### config.mk
export PLATFORM = sky130hd
export DESIGN_NAME = speed_reference_select_pid
export DESIGN_NICKNAME = d
export VERILOG_FILES = /design/src/verilog/speed_ref_pkg.sv /design/src/verilog/sample_tick.sv /design/src/verilog/speed_reference_select_pid.sv
export VERILOG_INCLUDE_DIRS = /design/src /design/src/verilog
export SDC_FILE = /design/constraint.sdc
export NUM_CORES = 2
export LEC_CHECK = 0
export ABC_AREA = 1
export BUFFER_PORTS_ARGS = -buffer_cell sky130_fd_sc_hd__buf_2
export CORE_AREA = 4 4 330 332
export DETAILED_ROUTE_END_ITERATION = 10
export DIE_AREA = 0 0 334 336
export GPL_TIMING_DRIVEN = 0
export PLACE_DENSITY = 0.84
export SLEW_MARGIN = 20
export SYNTH_ARGS = -nofsm -noshare
export SYNTH_HDL_FRONTEND = slang
export SYNTH_SLANG_ARGS = --single-unit
### constraint.sdc
create_clock -name mclk_i -period 123.2 [get_ports mclk_i]
set_input_delay 12.32 -clock mclk_i [delete_from_list [all_inputs] [get_ports mclk_i]]
set_output_delay 12.32 -clock mclk_i [all_outputs]
set_load 0.1 [all_outputs]
### src/verilog/speed_ref_defines.svh
// constants for the speed reference select and pi speed controller
`ifndef SPEED_REF_DEFINES_SVH
`define SPEED_REF_DEFINES_SVH
// reference origin codes
`define ORIGIN_FOLLOW      2'h0
`define ORIGIN_REMOTE      2'h1
`define ORIGIN_LOCAL       2'h2
// control principle codes
`define PRINCIPLE_OPEN     2'h0
`define PRINCIPLE_CLOSED   2'h3
// error direction codes
`define DIR_NORMAL         1'h0
`define DIR_INVERSE        1'h1
// feedback source code that names analog input 54
`define FB_SRC_AIN54       8'h36
// integral time in seconds that switches the integrator off
`define INTEG_TIME_OFF_S   16'h2710
// sample tick period
`define SAMPLE_PERIOD_US   1000
`define CLK_MHZ            50
`define SAMPLE_CYCLES      (`SAMPLE_PERIOD_US * `CLK_MHZ)
// local reference step per arrow key press
`define LOCAL_STEP         16'h0010
`endif

### src/verilog/speed_ref_pkg.sv
// types for the speed reference select and pi speed controller
package speed_ref_pkg;
  typedef enum logic [1:0] {
    KEY_OFF_HAND,
    KEY_OFF_AUTO,
    KEY_HAND,
    KEY_AUTO
  } key_mode_t;
endpackage : speed_ref_pkg

### src/verilog/sample_tick.sv
// divider making a one-cycle sample tick for the controller
`timescale 1ns/100ps
`default_nettype none
module sample_tick #(
  parameter int unsigned CYCLES = 50000
) (
  input  wire logic mclk_i,
  input  wire logic srst_i,
  output var  logic tick_o
);
  logic [31:0] count;
  logic [31:0] next_count;
  logic        next_tick;

  // count down and pulse on wrap
  always_comb
  begin
    next_tick  = 1'b0;
    next_count = count - 32'h0000_0001;
    if (count == 32'h0000_0000)
    begin
      next_count = 32'(CYCLES - 1);
      next_tick  = 1'b1;
    end
  end

  always_ff @(posedge mclk_i)
  begin
    if (srst_i)
    begin
      count  <= 32'(CYCLES - 1);
      tick_o <= 1'b0;
    end
    else
    begin
      count  <= next_count;
      tick_o <= next_tick;
    end
  end
endmodule : sample_tick
`default_nettype wire

### src/verilog/speed_reference_select_pid.sv
// key mode, reference selection and pi speed controller of the drive
`timescale 1ns/100ps
`default_nettype none
`include "speed_ref_defines.svh"

module speed_reference_select_pid
  import speed_ref_pkg::*;
(
  input  wire logic        mclk_i,
  input  wire logic        srst_i,
  input  wire logic        key_hand_i,
  input  wire logic        key_off_i,
  input  wire logic        key_auto_i,
  input  wire logic        key_reset_i,
  input  wire logic        key_up_i,
  input  wire logic        key_down_i,
  input  wire logic        en_hand_i,
  input  wire logic        en_off_i,
  input  wire logic        en_auto_i,
  input  wire logic        en_reset_i,
  input  wire logic [1:0]  origin_i,
  input  wire logic [1:0]  principle_i,
  input  wire logic        error_direction_select_i,
  input  wire logic [15:0] remote_ref_i,
  input  wire logic        remote_run_i,
  input  wire logic [15:0] feedback_i,
  input  wire logic        fb_src_load_i,
  input  wire logic [7:0]  fb_src_i,
  input  wire logic [15:0] prop_gain_i,
  input  wire logic [15:0] integ_time_i,
  input  wire logic [15:0] ramp_step_i,
  input  wire logic [15:0] min_speed_i,
  input  wire logic [15:0] max_speed_i,
  input  wire logic [15:0] max_freq_i,
  output var  logic        hand_mode_o,
  output var  logic        auto_mode_o,
  output var  logic        running_o,
  output var  logic        local_active_o,
  output var  logic        remote_active_o,
  output var  logic        closed_loop_o,
  output var  logic        alarm_clear_o,
  output var  logic [7:0]  fb_src_o,
  output var  logic [15:0] local_ref_o,
  output var  logic [15:0] speed_cmd_o
);
  // ************************************************************
  // key mode and local reference
  // ************************************************************
  key_mode_t   mode;
  key_mode_t   next_mode;
  logic [15:0] local_ref;
  logic [15:0] next_local_ref;
  logic        next_alarm_clear;
  logic [7:0]  fb_src;
  logic [7:0]  next_fb_src;
  logic [16:0] up_sum;

  // hand, off and auto keys each have their own enable
  always_comb
  begin
    next_mode        = mode;
    next_alarm_clear = key_reset_i && en_reset_i;
    next_fb_src      = fb_src_load_i ? fb_src_i : fb_src;
    up_sum           = {1'b0, local_ref} + {1'b0, `LOCAL_STEP};
    next_local_ref   = local_ref;
    if (key_hand_i && en_hand_i)
      next_mode = KEY_HAND;
    else if (key_auto_i && en_auto_i)
      next_mode = KEY_AUTO;
    else if (key_off_i && en_off_i)
    begin
      case (mode)
        KEY_HAND: next_mode = KEY_OFF_HAND;
        KEY_AUTO: next_mode = KEY_OFF_AUTO;
        default:  next_mode = mode;
      endcase
    end
    // arrows saturate at zero and full scale
    if (key_up_i && !key_down_i)
      next_local_ref = up_sum[16] ? 16'hFFFF : up_sum[15:0];
    else if (key_down_i && !key_up_i)
      next_local_ref = (local_ref < `LOCAL_STEP) ? 16'h0000 : local_ref - `LOCAL_STEP;
  end

  // reset leaves the drive off after auto, so the remote reference leads
  always_ff @(posedge mclk_i)
  begin
    if (srst_i)
    begin
      mode          <= KEY_OFF_AUTO;
      local_ref     <= 16'h0000;
      alarm_clear_o <= 1'b0;
      fb_src        <= `FB_SRC_AIN54;
    end
    else
    begin
      mode          <= next_mode;
      local_ref     <= next_local_ref;
      alarm_clear_o <= next_alarm_clear;
      fb_src        <= next_fb_src;
    end
  end

  // ************************************************************
  // active reference selection
  // ************************************************************
  logic use_local;
  logic use_closed;
  logic run_req;

  // one select bit keeps the two references mutually exclusive
  always_comb
  begin
    case (origin_i)
      `ORIGIN_REMOTE: use_local = 1'b0;
      `ORIGIN_LOCAL:  use_local = 1'b1;
      default:        use_local = (mode == KEY_HAND) || (mode == KEY_OFF_HAND);
    endcase
    // closed loop only with remote reference active
    use_closed = !use_local && (principle_i == `PRINCIPLE_CLOSED);
    // hand always runs, auto runs only while the remote run request stands
    run_req = (mode == KEY_HAND) || ((mode == KEY_AUTO) && remote_run_i);
  end

  // ************************************************************
  // pi speed controller
  // ************************************************************
  logic        tick;
  logic signed [31:0] integ;
  logic signed [31:0] next_integ;
  logic signed [17:0] err;
  logic signed [35:0] p_term;
  logic signed [35:0] i_step;
  logic signed [37:0] integ_wide;
  logic signed [37:0] pi_sum;
  logic [15:0] pi_out;
  logic signed [31:0] lim_hi;
  logic        integ_on;

  sample_tick #(
    .CYCLES (`SAMPLE_CYCLES)
  ) u_tick (
    .mclk_i (mclk_i),
    .srst_i (srst_i),
    .tick_o (tick)
  );

  // integral is error divided by integral time, held in speed units
  always_comb
  begin
    integ_on = (integ_time_i < `INTEG_TIME_OFF_S) && (integ_time_i != 16'h0000);
    if (error_direction_select_i == `DIR_NORMAL)
      err = $signed({2'b00, remote_ref_i}) - $signed({2'b00, feedback_i});
    else
      err = $signed({2'b00, feedback_i}) - $signed({2'b00, remote_ref_i});
    p_term = (err * $signed({2'b00, prop_gain_i})) >>> 8;
    i_step = integ_on ? 36'(err / $signed({2'b00, integ_time_i})) : 36'sd0;
    lim_hi = $signed({16'h0000, max_speed_i});
    integ_wide = 38'(integ) + 38'(i_step);
    next_integ = integ;
    if (!use_closed || !run_req || !integ_on)
      next_integ = 32'sd0;
    else if (tick)
    begin
      // saturate the accumulator so it cannot wind up past the limits
      if (integ_wide > 38'(lim_hi))
        next_integ = lim_hi;
      else if (integ_wide < 38'sd0)
        next_integ = 32'sd0;
      else
        next_integ = integ_wide[31:0];
    end
    // the integral reaches the speed only at the tick after it moves
    pi_sum = 38'(p_term) + 38'(integ);
    if (pi_sum < 38'sd0)
      pi_out = 16'h0000;
    else if (pi_sum > 38'sh0_0000_FFFF)
      pi_out = 16'hFFFF;
    else
      pi_out = pi_sum[15:0];
  end

  // accumulator register, emptied by reset
  always_ff @(posedge mclk_i)
  begin
    if (srst_i)
      integ <= 32'sd0;
    else
      integ <= next_integ;
  end

  // ************************************************************
  // ramp, speed limit and frequency clamp
  // ************************************************************
  logic [15:0] target;
  logic [15:0] lim_target;
  logic [15:0] speed;
  logic [15:0] next_speed;
  logic [15:0] next_cmd;
  logic [16:0] ramp_up;

  // ramp moves once per sample tick so the slope does not depend on clock
  always_comb
  begin
    if (use_closed)
      target = pi_out;
    else
      target = use_local ? local_ref : remote_ref_i;
    lim_target = target;
    if (lim_target > max_speed_i)
      lim_target = max_speed_i;
    if (lim_target < min_speed_i)
      lim_target = min_speed_i;
    if (!run_req)
      lim_target = 16'h0000;
    ramp_up    = {1'b0, speed} + {1'b0, ramp_step_i};
    next_speed = speed;
    if (tick)
    begin
      if (speed < lim_target)
        next_speed = (ramp_up[15:0] > lim_target || ramp_up[16]) ? lim_target : ramp_up[15:0];
      else if (speed > lim_target)
        next_speed = (speed - lim_target < ramp_step_i) ? lim_target : speed - ramp_step_i;
    end
    // clamp after the ramp so a lowered frequency limit bites at the next clock edge
    next_cmd = (speed > max_freq_i) ? max_freq_i : speed;
  end

  // ramped speed and clamped command registers
  always_ff @(posedge mclk_i)
  begin
    if (srst_i)
    begin
      speed       <= 16'h0000;
      speed_cmd_o <= 16'h0000;
    end
    else
    begin
      speed       <= next_speed;
      speed_cmd_o <= next_cmd;
    end
  end

  // ************************************************************
  // registered status outputs
  // ************************************************************
  logic next_hand_mode;
  logic next_auto_mode;
  logic next_running;
  logic next_local_active;
  logic next_remote_active;
  logic next_closed_loop;

  // flags built here so the flops below only copy them
  always_comb
  begin
    next_hand_mode     = (next_mode == KEY_HAND);
    next_auto_mode     = (next_mode == KEY_AUTO);
    next_running       = run_req;
    next_local_active  = use_local;
    next_remote_active = !use_local;
    next_closed_loop   = use_closed;
  end

  // status flops, remote flag high in reset so one reference is always active
  always_ff @(posedge mclk_i)
  begin
    if (srst_i)
    begin
      hand_mode_o     <= 1'b0;
      auto_mode_o     <= 1'b0;
      running_o       <= 1'b0;
      local_active_o  <= 1'b0;
      remote_active_o <= 1'b1;
      closed_loop_o   <= 1'b0;
      fb_src_o        <= `FB_SRC_AIN54;
      local_ref_o     <= 16'h0000;
    end
    else
    begin
      hand_mode_o     <= next_hand_mode;
      auto_mode_o     <= next_auto_mode;
      running_o       <= next_running;
      local_active_o  <= next_local_active;
      remote_active_o <= next_remote_active;
      closed_loop_o   <= next_closed_loop;
      fb_src_o        <= next_fb_src;
      local_ref_o     <= next_local_ref;
    end
  end
endmodule : speed_reference_select_pid
`default_nettype wire

==> flow_summary_export.csv <==
group,metric,value,unit
run_status,status,"finished with violations",
run_status,violations,"DRC",
critical_path,r2r-start,"integ[2]$_SDFFE_PP0P_",
global_routing,grt_pass1_wl,284,mm
timing,worst_slack,6700,ps
timing,skew,16.8,ps
timing,timing.final.crit_share,94.6,%
detailed_routing,m1WireLength,74.9,mm
logic_synthesis,synth.area.top_cells,"ha_1 (17%), nand2_1 (12%), fa_1 (10%)",
die,num_rows,120,
critical_path,reg2reg_depth,73,
global_routing,antenna_found_initial,6,
detailed_routing,dr_wl_met2,85.4,mm
critical_path,crit_family,"compound AO/OA/AOI/OAI gates",
hold_path,hold_path_depth,1,
clock_network,clk_path_buf_depth,2,
critical_path,startpoint_type,"primary input",
logic_synthesis,yosysUniqueCellTypes,87,
critical_path,crit_path_max_fanout,10,
logic_synthesis,synth_area,57900,um2
critical_path,end_kind,"flop",
critical_path,r2r_slack,109430,ps
timing,worst_pin_slew,1150,ps
finish,layout-drive-gt1-share,15.9,%
logic_synthesis,synth_top_cell_area_share,17.1,%
placement,portBuffers,195,
logic_synthesis,ys_seq_area_share,4.39,%
logic_synthesis,async_flop_share,0,%
logic_synthesis,ys.flop_type,"dfxtp_1",
clock_network,numCtsBuffers,17,
critical_path,crit_type,"in2reg",
timing,drv_slew,0,
placement,place_ws,-14040,ps
timing,fmax,8.58,MHz
logic_synthesis,ys_seq_elements,127,
logic_synthesis,synth_cells,8996,
detailed_routing,vias,61005,
hold_path,hold_path_end,"u_tick.count[0]$_SDFF_PP1_",
detailed_routing,topRoutingLayerUsed,"met5",
logic_synthesis,ys_warn_count,0,
critical_path,crit_top_cell,"inv_1",
die,die-area,112000,um2
hold_path,hold_class,"reg2reg",
clock_network,clk-insertion-delay-late,470,ps
timing,hold_ws,424,ps
detailed_routing,routed_wirelength,178,mm
die,die_h,336,um
global_routing,grt_max_degree,37,
detailed_routing,drt_iter0_markers,4469,
flow_run,maxCapViolCount,0,
die,fp.coreArea,106000,um2
timing,hold_viol_final,0,
hold_path,hp-start,"u_tick.count[0]$_SDFF_PP1_",
detailed_routing,met3WireLength,11.8,mm
critical_path,cp.required,123560,ps
placement,hpwlAfterDp,146,mm
clock_network,clk_pin_slew,70,ps
global_routing,grt_usage,30.2,%
critical_path,reg2reg_to,"speed[5]$_SDFFE_PP0P_",
finish,post-route-util,60.3,%
global_routing,overflow,0,
logic_synthesis,yosysTopAreaCell,"ha_1",
die,ioPinCount,202,
timing,slew_headroom,22.8,%
detailed_routing,drc,2,
critical_path,path_buf_inv,319,
detailed_routing,post_drt_wl_per_cell,16.5,um
clock_network,cts-root-buf,"clkbuf_16",
finish,final_nets,10637,
detailed_routing,postRouteAntennaNets,0,
finish,seq_area,2540,um2
critical_path,cp_slowest_cell,"or4_4",
timing,finalSetupViolations,0,
die,initial_core_util,54.4,%
critical_path,worstPathArrival,116860,ps
global_routing,grt_pass1_vias,58012,
clock_network,cts_htree_levels,4,
logic_synthesis,postSynthAreaPerCell,6.43,um2
finish,multi_input_area,49200,um2
clock_network,numClockSinks,127,
detailed_routing,drt_pre_antenna_iters,9,
die,dieWidth,334,um
placement,gp_congestion,1.01,
finish,nFillCells,9730,
clock_network,ctsHoldBuffers,0,
logic_synthesis,synth_edf_count,0,
critical_path,cpPeakStageDelay,510,ps
finish,synthToLayoutAreaGrowth,10.7,%
detailed_routing,vias_per_cell,5.64,
clock_network,cts_tree,"built",
timing,fin_crit,116500,ps
## cell families after synthesis
logic type / synth area share (%)
AND/OR/NAND/NOR: 32.2
buffers and inverters: 12.9
AO/OA/AOI/OAI: 15.4
adder cells (fa/ha/maj): 27.1
XOR/XNOR: 8.01
flip-flops: 4.39
other: 0.00648
## synth_stat cells (all sizes together) (56+ instances only)
cell    count
nand2    2089
nor3       98
inv      1528
xor2      327
nand4     142
dfxtp     127
buf        74
nor2      929
xnor2     202
fa        288
o21ai     603
a21oi     683
nand3     525
clkbuf    129
o211ai     56
o21bai     62
ha        791
## through the flow
step                setup TNS (ps)  instance area [um2]  instances
finish                           0                64100      10826
global route                -22590                64100      10823
CTS                              0                62000      10677
detailed placement         -222410                60700      10614
global placement           -165120                60700      10612
floorplan                        0                57900       9014
## final cells by class
type	count	area share, %
clock inverters	15	0.271
well taps	1403	2.74
multi-input cells	7126	76.8
flip-flops and latches	127	3.97
inverters	1557	9.21
clock buffers	17	0.664
diodes	7	0.0273
repair buffers	370	3.62
plain buffers	204	2.72
## what timing repair did
action / in CTS / in global routing
buffers inserted: 31 / 141
setup endpoints to repair: 16 / 16
pin swaps: 28 / 165
resized for setup: 149 / 281
## state kept, by name, indices dropped and copies added (netlist names), 2 cells and up
name	count
speed	16
u_tick.count	32
speed_cmd_o	16
mode	2
local_ref_o	13
fb_src_o	8
integ	32
## layer usage
layer / GRT usage, % / up-vias
met1: 37.7 / 28479
met3: 3.86 / 452
met5: 0 / -
met2: 53.8 / 2123
li1: - / 29949
met4: 10.1 / 2
## worst max-delay path by stage
stage                          startpoint                endpoint  slack [ps]  depth (start not counted)
after floorplan             feedback_i[0]  integ[10]$_SDFFE_PP0P_        7500                       1191
after global placement    remote_ref_i[0]  integ[14]$_SDFFE_PP0P_      -10440                       1191
after detailed placement  remote_ref_i[0]  integ[14]$_SDFFE_PP0P_      -14040                       1138
after CTS                 remote_ref_i[0]  integ[14]$_SDFFE_PP0P_          50                       1126
after global routing      remote_ref_i[0]  integ[13]$_SDFFE_PP0P_       -1510                       1126
final                     remote_ref_i[0]  integ[13]$_SDFFE_PP0P_        6700                       1128
## cell usage in the layout (no fill, tap or decap), types with 124 or more instances in the layout
master,count
nand3_1,416
a21oi_1,533
dfxtp_1,127
nand2_1,1831
xnor2_1,202
o21ai_0,507
fa_1,288
buf_2,199
nand4_1,134
inv_1,1420
buf_4,189
ha_1,783
xor2_1,323
nor2_1,763
a21oi_2,124
nand2_2,200
Power is left out: the tool's default activity adds up to more than one toggle a clock period on the data nets, which glitch-free logic cannot reach.
